## config.mk

```make
export PLATFORM = sky130hd
export DESIGN_NAME = shdp_port
export DESIGN_NICKNAME = d
export VERILOG_FILES = /design/src/core/shdp_pkg.sv /design/src/core/shdp_port.sv
export SDC_FILE = /design/constraint.sdc
export NUM_CORES = 1
export LEC_CHECK = 0
export BUFFER_PORTS_ARGS = -buffer_cell sky130_fd_sc_hd__buf_2
export CORE_MARGIN = 2
export CORE_UTILIZATION = 45
export DETAILED_ROUTE_END_ITERATION = 8
export GPL_TIMING_DRIVEN = 0
export SLEW_MARGIN = 20
export SYNTH_ARGS = -nofsm -noshare
export SYNTH_HDL_FRONTEND = slang
export SYNTH_SLANG_ARGS = --single-unit
```

## constraint.sdc

```tcl
create_clock -name mclk_in -period 11.35 [get_ports mclk_in]
set_clock_uncertainty 0.1 [all_clocks]
set_input_delay 2.27 -clock mclk_in [delete_from_list [all_inputs] [get_ports mclk_in]]
set_output_delay 2.27 -clock mclk_in [all_outputs]
set_load 0.005 [all_outputs]
```

## src/core/shdp_pkg.sv

```systemverilog
// Operation
// - The block is started only by the device's internal power-on reset, with no reset pin of its own.
// - While chip select is high the serial output carries the low-active interrupt state.
// - The serial output is driven at all times and is never released.
// - Power-on reset clears every register bit to zero except the step clock prescaler.
// - Power-on reset loads the step clock prescaler with 15.
// - Each transaction is one 32-bit datagram; shorter frames are dropped and longer ones keep their last 32 bits.
// - The port is a 32-bit shift register taking one input bit on each serial clock rise.
// - On the chip select rise after 32 or more bits the whole shift register is copied into a holding buffer; the code drops it if it and the FIFO are full.
// - Read data is returned during the same datagram exchange.
// - Each output bit changes no sooner than four clocks after the serial clock falls.
// - Datagram bits travel most significant first in both directions.
// - Incoming bit 31 selects registers or RAM, 30..25 the address, 24 read, 23..0 data.
// - The reply holds eight status bits on top and 24 read data bits below.
package shdp_pkg;
    localparam int DGRAM_BITS = 32;
    localparam int STATUS_BITS = 8;
    localparam int DATA_BITS = 24;
    localparam int CNT_W = 6;
    localparam int RRS_BIT = 31;
    localparam int ADDR_MSB = 30;
    localparam int ADDR_LSB = 25;
    localparam int RW_BIT = 24;
    localparam int ADDR_W = 6;
    localparam int PRESC_W = 4;
    localparam int PRESC_LSB = 0;
    localparam int FIFO_DEPTH = 4;
    // Synchroniser lanes
    localparam int LANE_CS = 0;
    localparam int LANE_SCK = 1;
    localparam int LANE_SDI = 2;
    localparam int LANES = 3;
    localparam logic [CNT_W-1:0] CNT_FULL = 6'h20;
    localparam logic [CNT_W-1:0] CNT_ADDR_DONE = 6'h07;
    localparam logic [PRESC_W-1:0] PRESC_RESET = 4'hF;
    localparam logic [DGRAM_BITS-1:0] REG_RESET = 32'h00000000;
    localparam logic [ADDR_W-1:0] PRESC_ADDR_DEFAULT = 6'h01;
    localparam int CLK_PERIOD_NS = 20;
    localparam int OUT_MIN_CLKS = 4;
endpackage : shdp_pkg

```

## src/core/shdp_port.sv

```systemverilog
`timescale 1ns/1ps
module shdp_fifo #(
    parameter int WIDTH = 32,
    parameter int DEPTH = 4
) (
    // Clock and reset
    input wire logic clk_in,
    input wire logic rst_in,
    // Fill side
    input wire logic in_valid_in,
    output logic in_ready_out,
    input wire logic [WIDTH-1:0] in_data_in,
    // Drain side
    output logic out_valid_out,
    input wire logic out_ready_in,
    output logic [WIDTH-1:0] out_data_out
);
    localparam int PW = $clog2(DEPTH);
    logic [WIDTH-1:0] mem [DEPTH];
    logic [PW-1:0] wr_ptr;
    logic [PW-1:0] rd_ptr;
    logic [PW:0] count;
    logic push;
    logic pop;

    assign in_ready_out = (count != (PW+1)'(DEPTH));
    assign out_valid_out = (count != '0);
    assign out_data_out = mem[rd_ptr];
    assign push = in_valid_in && in_ready_out;
    assign pop = out_valid_out && out_ready_in;

    always_ff @(posedge clk_in) begin
        if (push) begin
            mem[wr_ptr] <= in_data_in;
        end
    end

    always_ff @(posedge clk_in or posedge rst_in) begin
        if (rst_in) begin
            wr_ptr <= '0;
            rd_ptr <= '0;
            count <= '0;
        end else begin
            if (push) begin
                wr_ptr <= (wr_ptr == PW'(DEPTH - 1)) ? '0 : PW'(wr_ptr + 1'b1);
            end
            if (pop) begin
                rd_ptr <= (rd_ptr == PW'(DEPTH - 1)) ? '0 : PW'(rd_ptr + 1'b1);
            end
            count <= PW'(0) + (PW+1)'(count + (PW+1)'(push) - (PW+1)'(pop));
        end
    end

    fifo_bound_a: assert property (@(posedge clk_in) disable iff (rst_in)
        count <= (PW+1)'(DEPTH)) else $error("fifo count above depth");
endmodule : shdp_fifo

module shdp_port
    import shdp_pkg::*;
#(
    parameter logic [ADDR_W-1:0] PRESC_ADDR = PRESC_ADDR_DEFAULT
) (
    // Clock and power-on reset
    input wire logic mclk_in,
    input wire logic sys_rst_in,
    // Host serial pins
    input wire logic host_chip_select_n_in,
    input wire logic host_sclk_in,
    input wire logic host_sdi_in,
    output logic irq_n_or_serial_out_out,
    // Device state sent back to the host
    input wire logic irq_status_n_in,
    input wire logic [STATUS_BITS-1:0] status_in,
    // Read port into registers and RAM
    output logic rd_req_out,
    output logic rd_ram_out,
    output logic [ADDR_W-1:0] rd_addr_out,
    input wire logic [DATA_BITS-1:0] rd_data_in,
    // Committed datagrams
    output logic dgram_valid_out,
    input wire logic dgram_ready_in,
    output logic [DGRAM_BITS-1:0] dgram_data_out,
    output logic dgram_overrun_out,
    // Step clock prescaler
    output logic [PRESC_W-1:0] step_clock_prescaler_out
);
    logic [LANES-1:0] sync1;
    logic [LANES-1:0] sync2;
    logic [LANES-1:0] sync3;
    logic [LANES-1:0] lvl;
    logic [LANES-1:0] agree;
    logic [LANES-1:0] chg;
    logic cs_fall;
    logic cs_rise;
    logic sck_rise;
    logic sck_fall;
    logic sck_fall_d;
    logic tx_started;
    logic stage_take;
    logic rd_load;
    logic [DGRAM_BITS-1:0] rx_shift;
    logic [DGRAM_BITS-1:0] tx_shift;
    logic [CNT_W-1:0] bit_cnt;
    logic [DGRAM_BITS-1:0] hold;
    logic hold_valid;
    logic fifo_in_ready;
    logic fifo_out_valid;
    logic [DGRAM_BITS-1:0] fifo_out_data;
    logic commit;

    // Three stages; a change counts once the last two agree
    always_ff @(posedge mclk_in or posedge sys_rst_in) begin
        if (sys_rst_in) begin
            sync1 <= 3'h3;
            sync2 <= 3'h3;
            sync3 <= 3'h3;
            lvl <= 3'h3;
        end else begin
            sync1 <= {host_sdi_in, host_sclk_in, host_chip_select_n_in};
            sync2 <= sync1;
            sync3 <= sync2;
            lvl <= (lvl & ~agree) | (sync3 & agree);
        end
    end

    assign agree = ~(sync2 ^ sync3);
    assign chg = agree & (sync3 ^ lvl);
    assign cs_fall = chg[LANE_CS] && !sync3[LANE_CS];
    assign cs_rise = chg[LANE_CS] && sync3[LANE_CS];
    assign sck_rise = chg[LANE_SCK] && sync3[LANE_SCK] && !lvl[LANE_CS];
    assign sck_fall = chg[LANE_SCK] && !sync3[LANE_SCK] && !lvl[LANE_CS];
    assign commit = cs_rise && (bit_cnt == CNT_FULL);

    // Receive shifter and bit counter
    always_ff @(posedge mclk_in or posedge sys_rst_in) begin
        if (sys_rst_in) begin
            rx_shift <= REG_RESET;
            bit_cnt <= '0;
        end else if (cs_fall) begin
            bit_cnt <= '0;
        end else if (sck_rise) begin
            rx_shift <= {rx_shift[DGRAM_BITS-2:0], sync3[LANE_SDI]};
            if (bit_cnt != CNT_FULL) begin
                bit_cnt <= CNT_W'(bit_cnt + 1'b1);
            end
        end
    end

    // Address is known after seven bits, so the read goes out mid-frame with the eighth
    always_ff @(posedge mclk_in or posedge sys_rst_in) begin
        if (sys_rst_in) begin
            rd_req_out <= 1'b0;
            rd_ram_out <= 1'b0;
            rd_addr_out <= '0;
            rd_load <= 1'b0;
        end else begin
            rd_req_out <= sck_rise && (bit_cnt == CNT_ADDR_DONE) && sync3[LANE_SDI];
            // The read bit is still arriving, so the fields sit one place lower
            if (sck_rise && (bit_cnt == CNT_ADDR_DONE)) begin
                rd_ram_out <= rx_shift[RRS_BIT-DATA_BITS-1];
                rd_addr_out <= rx_shift[ADDR_MSB-DATA_BITS-1:ADDR_LSB-DATA_BITS-1];
            end
            rd_load <= rd_req_out;
        end
    end

    // Transmit shifter; the shift waits one extra clock to keep the output late enough
    always_ff @(posedge mclk_in or posedge sys_rst_in) begin
        if (sys_rst_in) begin
            tx_shift <= REG_RESET;
            sck_fall_d <= 1'b0;
            tx_started <= 1'b0;
        end else begin
            sck_fall_d <= sck_fall;
            if (cs_fall) begin
                tx_shift <= {status_in, DATA_BITS'(0)};
                tx_started <= 1'b0;
            end else if (rd_load) begin
                // Seven shifts are done by now, so the word lands just below the top
                tx_shift[DGRAM_BITS-2 -: DATA_BITS] <= rd_data_in;
            end else if (sck_fall_d) begin
                // The first fall keeps bit 31 on the pin; the host samples it at the next rise
                tx_started <= 1'b1;
                if (tx_started) begin
                    tx_shift <= {tx_shift[DGRAM_BITS-2:0], 1'b0};
                end
            end
        end
    end

    // Pin is always driven: interrupt while idle, reply bit while selected
    always_ff @(posedge mclk_in or posedge sys_rst_in) begin
        if (sys_rst_in) begin
            irq_n_or_serial_out_out <= 1'b1;
        end else if (lvl[LANE_CS]) begin
            irq_n_or_serial_out_out <= irq_status_n_in;
        end else begin
            irq_n_or_serial_out_out <= tx_shift[DGRAM_BITS-1];
        end
    end

    // Holding buffer; a datagram that finds it occupied while the FIFO is full is dropped and flagged
    always_ff @(posedge mclk_in or posedge sys_rst_in) begin
        if (sys_rst_in) begin
            hold <= REG_RESET;
            hold_valid <= 1'b0;
            dgram_overrun_out <= 1'b0;
        end else begin
            dgram_overrun_out <= commit && hold_valid && !fifo_in_ready;
            if (commit && (!hold_valid || fifo_in_ready)) begin
                hold <= rx_shift;
                hold_valid <= 1'b1;
            end else if (fifo_in_ready) begin
                hold_valid <= 1'b0;
            end
        end
    end

    shdp_fifo #(
        .WIDTH(DGRAM_BITS),
        .DEPTH(FIFO_DEPTH)
    ) u_fifo (
        .clk_in(mclk_in),
        .rst_in(sys_rst_in),
        .in_valid_in(hold_valid),
        .in_ready_out(fifo_in_ready),
        .in_data_in(hold),
        .out_valid_out(fifo_out_valid),
        .out_ready_in(stage_take),
        .out_data_out(fifo_out_data)
    );

    // Registered drain stage keeps outputs straight from flops; pop only when it loads
    assign stage_take = !dgram_valid_out || dgram_ready_in;

    always_ff @(posedge mclk_in or posedge sys_rst_in) begin
        if (sys_rst_in) begin
            dgram_valid_out <= 1'b0;
            dgram_data_out <= REG_RESET;
        end else if (stage_take) begin
            dgram_valid_out <= fifo_out_valid;
            dgram_data_out <= fifo_out_data;
        end
    end

    // Prescaler write decode; only this field starts nonzero
    always_ff @(posedge mclk_in or posedge sys_rst_in) begin
        if (sys_rst_in) begin
            step_clock_prescaler_out <= PRESC_RESET;
        end else if (commit && !rx_shift[RRS_BIT] && !rx_shift[RW_BIT]
                     && rx_shift[ADDR_MSB:ADDR_LSB] == PRESC_ADDR) begin
            step_clock_prescaler_out <= rx_shift[PRESC_LSB +: PRESC_W];
        end
    end

    idle_irq_mux_a: assert property (@(posedge mclk_in) disable iff (sys_rst_in)
        lvl[LANE_CS] |=> irq_n_or_serial_out_out == $past(irq_status_n_in))
        else $error("idle output is not the interrupt state");
    late_output_a: assert property (@(posedge mclk_in) disable iff (sys_rst_in)
        sck_fall |=> $stable(irq_n_or_serial_out_out))
        else $error("output changed too soon after clock fall");
    rx_shift_in_a: assert property (@(posedge mclk_in) disable iff (sys_rst_in)
        sck_rise && !cs_fall |=> rx_shift[0] == $past(sync3[LANE_SDI]))
        else $error("input bit not shifted in");
    frame_commit_a: assert property (@(posedge mclk_in) disable iff (sys_rst_in)
        commit && !hold_valid |=> hold_valid && hold == $past(rx_shift))
        else $error("full datagram not committed");
    short_frame_a: assert property (@(posedge mclk_in) disable iff (sys_rst_in)
        cs_rise && bit_cnt != CNT_FULL && !hold_valid |=> !hold_valid)
        else $error("short frame committed");
    read_request_a: assert property (@(posedge mclk_in) disable iff (sys_rst_in)
        sck_rise && bit_cnt == CNT_ADDR_DONE && sync3[LANE_SDI] |=> rd_req_out)
        else $error("read request missing after address");
    read_load_a: assert property (@(posedge mclk_in) disable iff (sys_rst_in)
        rd_req_out && !sck_fall |=> ##1 tx_shift[DGRAM_BITS-2 -: DATA_BITS] == $past(rd_data_in))
        else $error("read data not loaded into reply");
    status_first_a: assert property (@(posedge mclk_in) disable iff (sys_rst_in)
        cs_fall |=> tx_shift[DGRAM_BITS-1:DATA_BITS] == $past(status_in))
        else $error("status byte not placed first");
    prescaler_hold_a: assert property (@(posedge mclk_in) disable iff (sys_rst_in)
        !$stable(step_clock_prescaler_out) |-> $past(commit))
        else $error("prescaler changed without a write");
endmodule : shdp_port

```

==> results.toml <==
[synth]
synth_edf_count = 128
synth_ff_type = "dfrtp_1"
synth_seq_cells = 292
synth_cell_types = 48
netlist.area_leader.share_pct = 34.1
async_flop_share_pct = 56.2
postSynthCellCount = 704
netlist_top_cells_area = "edfxtp_1 (34%), dfrtp_1 (34%), mux2_2 (7.9%)"
seq_area_frac_synth_pct = 70.6
synth_area_leader_cell = "edfxtp_1"
yosysWarnings = 0
syn_nets = 753
syn_area_mm2 = 0.0113
syn-mean-instance-area_um2 = 16.0

[hold_path]
min_from = "sync1[2]"
holdPathStages = 0
min_path_type = "reg -> reg"
min_delay_worst_endpoint = "sync2[2]"

[detailed_routing]
finalWirelength_um = 20100
ant_nets = 0
vias = 6001
routed_via_density = 5.11
drc_errors = 0
first_pass_iters = 4
drt_iter0_markers = 210
wl_per_cell_um = 17.1

[grt]
overflow = 0
grt_pass1_wl_um = 32900
antenna_found_initial = 0
grt_util_all_layers_pct = 16.0
grt_pass1_vias = 6255
grt_max_degree = 59

[floorplanning]
die_y_um = 162
row_count = 57
die_area_mm2 = 0.0263
die_w_um = 162
pin_count = 86
start_util_pct = 46.1
core-area_mm2 = 0.0245

[clock_tree]
cts_tree = "yes"
clk_latency_ps = 550
cts_root_buf = "clkbuf_16"
holdBufCountCts = 0
post_cts_buffers = 0
post_cts_resized = 0
clk_pin_slew_ps = 60
ctsLongestPathBuffers = 3
cts.sinks = 292
numCtsBuffers = 30
cts-htree-levels = 1

[placed_design]
io_buffer_count = 85
dp_hpwl_um = 13100
gp_congestion = 0.784
placed_area_mm2 = 0.0123

[power_and_ir_drop]
cellLeakagePower_uw = 0.00550
p_sw_share_pct = 23.9
combPwrFrac_pct = 14.6
seqPwrFrac_pct = 46.9
power_density_mw_per_mm2 = 193
internal-power_uw = 1960
p_clk_share_pct = 38.4
irDropWorstVdd_uv = 130
power_switching_uw = 614

[setup_path]
critical_path_peak_fanout = 7
arrival_ps = 4180
end_kind = "flip-flop"
required_ps = 11680
worst-r2r-setup-slack_ps = 8910
reg2reg_to = "u_fifo.count[2]"
rr_worst_depth = 10
start_kind = "primary input"
r2r_start = "dgram_valid_out"
path_class = "in -> reg"

[sta]
tightest_slew_ps = 1020
setup_tns_ps = 0
drv_slew = 0
maxSlewHeadroom_pct = 31.6
setup_viol = 0
rsz0062_at_grt = "false"
fin_crit_ps = 3850
fmax_mhz = 260
timing_hold_violations_final = 0
min_period_over_period_pct = 33.9

[finish]
area_growth_pct = 17.9
antennaDiodeCount = 0
fin_area_mm2 = 0.0133
nNetsFinal = 876
final_cell_mix = "dfrtp_1 (151), edfxtp_1 (128), nand2_1 (110), buf_2 (90), mux2_2 (79)"
drive_above_1_share_pct = 33.1
layout_commonest_cell = "dfrtp_1"

[outcome]
status = "finished, final reports clean"

[job]
cap_violations = 0
## area by class of cell
cell class	instances	area, um2
multi-input cells	365	3110
well taps	324	405
fillers	1991	11200
clock inverters	17	176
clock buffers	39	836
plain buffers	36	164
flip-flops and latches	292	7960
inverters	11	48.8
repair buffers	91	583
## logic make-up after synthesis
| kind of cell | share of synthesized area [%] |
|---|---|
| muxes | 16.2 |
| adders and majority gates | 1.35 |
| and+or+nand+nor | 6.89 |
| DFF | 70.6 |
| xor gates and xnor gates | 0.155 |
| buffers and inverters | 1.82 |
| AOI/OAI and AO/OA | 3.01 |
## per-layer routing
layer	global-route usage [%]	vias up	part of all wire, %
li1	-	2819	-
met1	22.2	3040	45
met2	26.3	106	48
met3	2.45	36	3.8
met4	5.03	0	2.5
met5	0	-	0
## synth_stat cells (5+ instances only)
| library cell | instances |
|---|---|
| dfrtp_1 | 151 |
| edfxtp_1 | 128 |
| nand2_1 | 110 |
| mux2_2 | 79 |
| mux4_2 | 32 |
| clkbuf_1 | 26 |
| a211oi_1 | 23 |
| nor2_1 | 23 |
| mux2i_1 | 19 |
| o21ai_0 | 16 |
| dfstp_2 | 13 |
| inv_1 | 11 |
| ha_1 | 9 |
| and3_1 | 7 |
| and2_1 | 5 |
| buf_2 | 5 |
## flip-flops by register name, summed over array words and instances (netlist names), 4 cells and up, named ones only
| register | count |
|---|---|
| u_fifo.mem | 128 |
| dgram_data_out | 32 |
| hold | 32 |
| rx_shift | 32 |
| tx_shift | 25 |
| bit_cnt | 6 |
| rd_addr_out | 6 |
| step_clock_prescaler_out | 4 |
## power by group through the flow
| stage | clock network, uW | logic, uW | registers, uW |
|---|---|---|---|
| 2_1_floorplan | 0 | 273 | 1220 |
| 3_3_place_gp | 0 | 376 | 1220 |
| 3_5_place_dp | 0 | 391 | 1230 |
| 4_1_cts | 1010 | 391 | 1210 |
| 5_1_grt | 1050 | 424 | 1220 |
| 6_report | 988 | 376 | 1210 |
## through the flow
stage          hold WS [ps]  power (uW)  util, %  instances  worst slack, ps
2_1_floorplan           231        1500        -        704             4570
3_3_place_gp            236        1600     49.5       1113             2640
3_5_place_dp            237        1620     50.2       1119             6910
4_1_cts                 250        2600     54.3       1175             7490
5_1_grt                 253        2690     54.3       1175             7310
6_report                250        2570     54.3       1175             7500
## worst max-delay path: stages
cell and delay (ps):
buf_2 70, nand2b_1 90, clkbuf_1 340, o31a_1 280, ha_1 250, inv_1 60, ha_1 130, inv_1 50
fa_1 370, xnor2_1 140, xnor2_1 130
## how the worst max path moves through the flow
| stage | from | to | slack (ps) |
|---|---|---|---|
| after CTS | dgram_ready_in | u_fifo.count[2] | 7490 |
| after floorplan | sys_rst_in | bit_cnt[0] | 4570 |
| after global placement | sys_rst_in | dgram_data_out[21] | 2640 |
| final | dgram_ready_in | u_fifo.count[2] | 7500 |
| after detailed placement | dgram_ready_in | u_fifo.count[2] | 6910 |
| after global routing | dgram_ready_in | u_fifo.count[2] | 7310 |
Power figures use the tool's default switching activity.
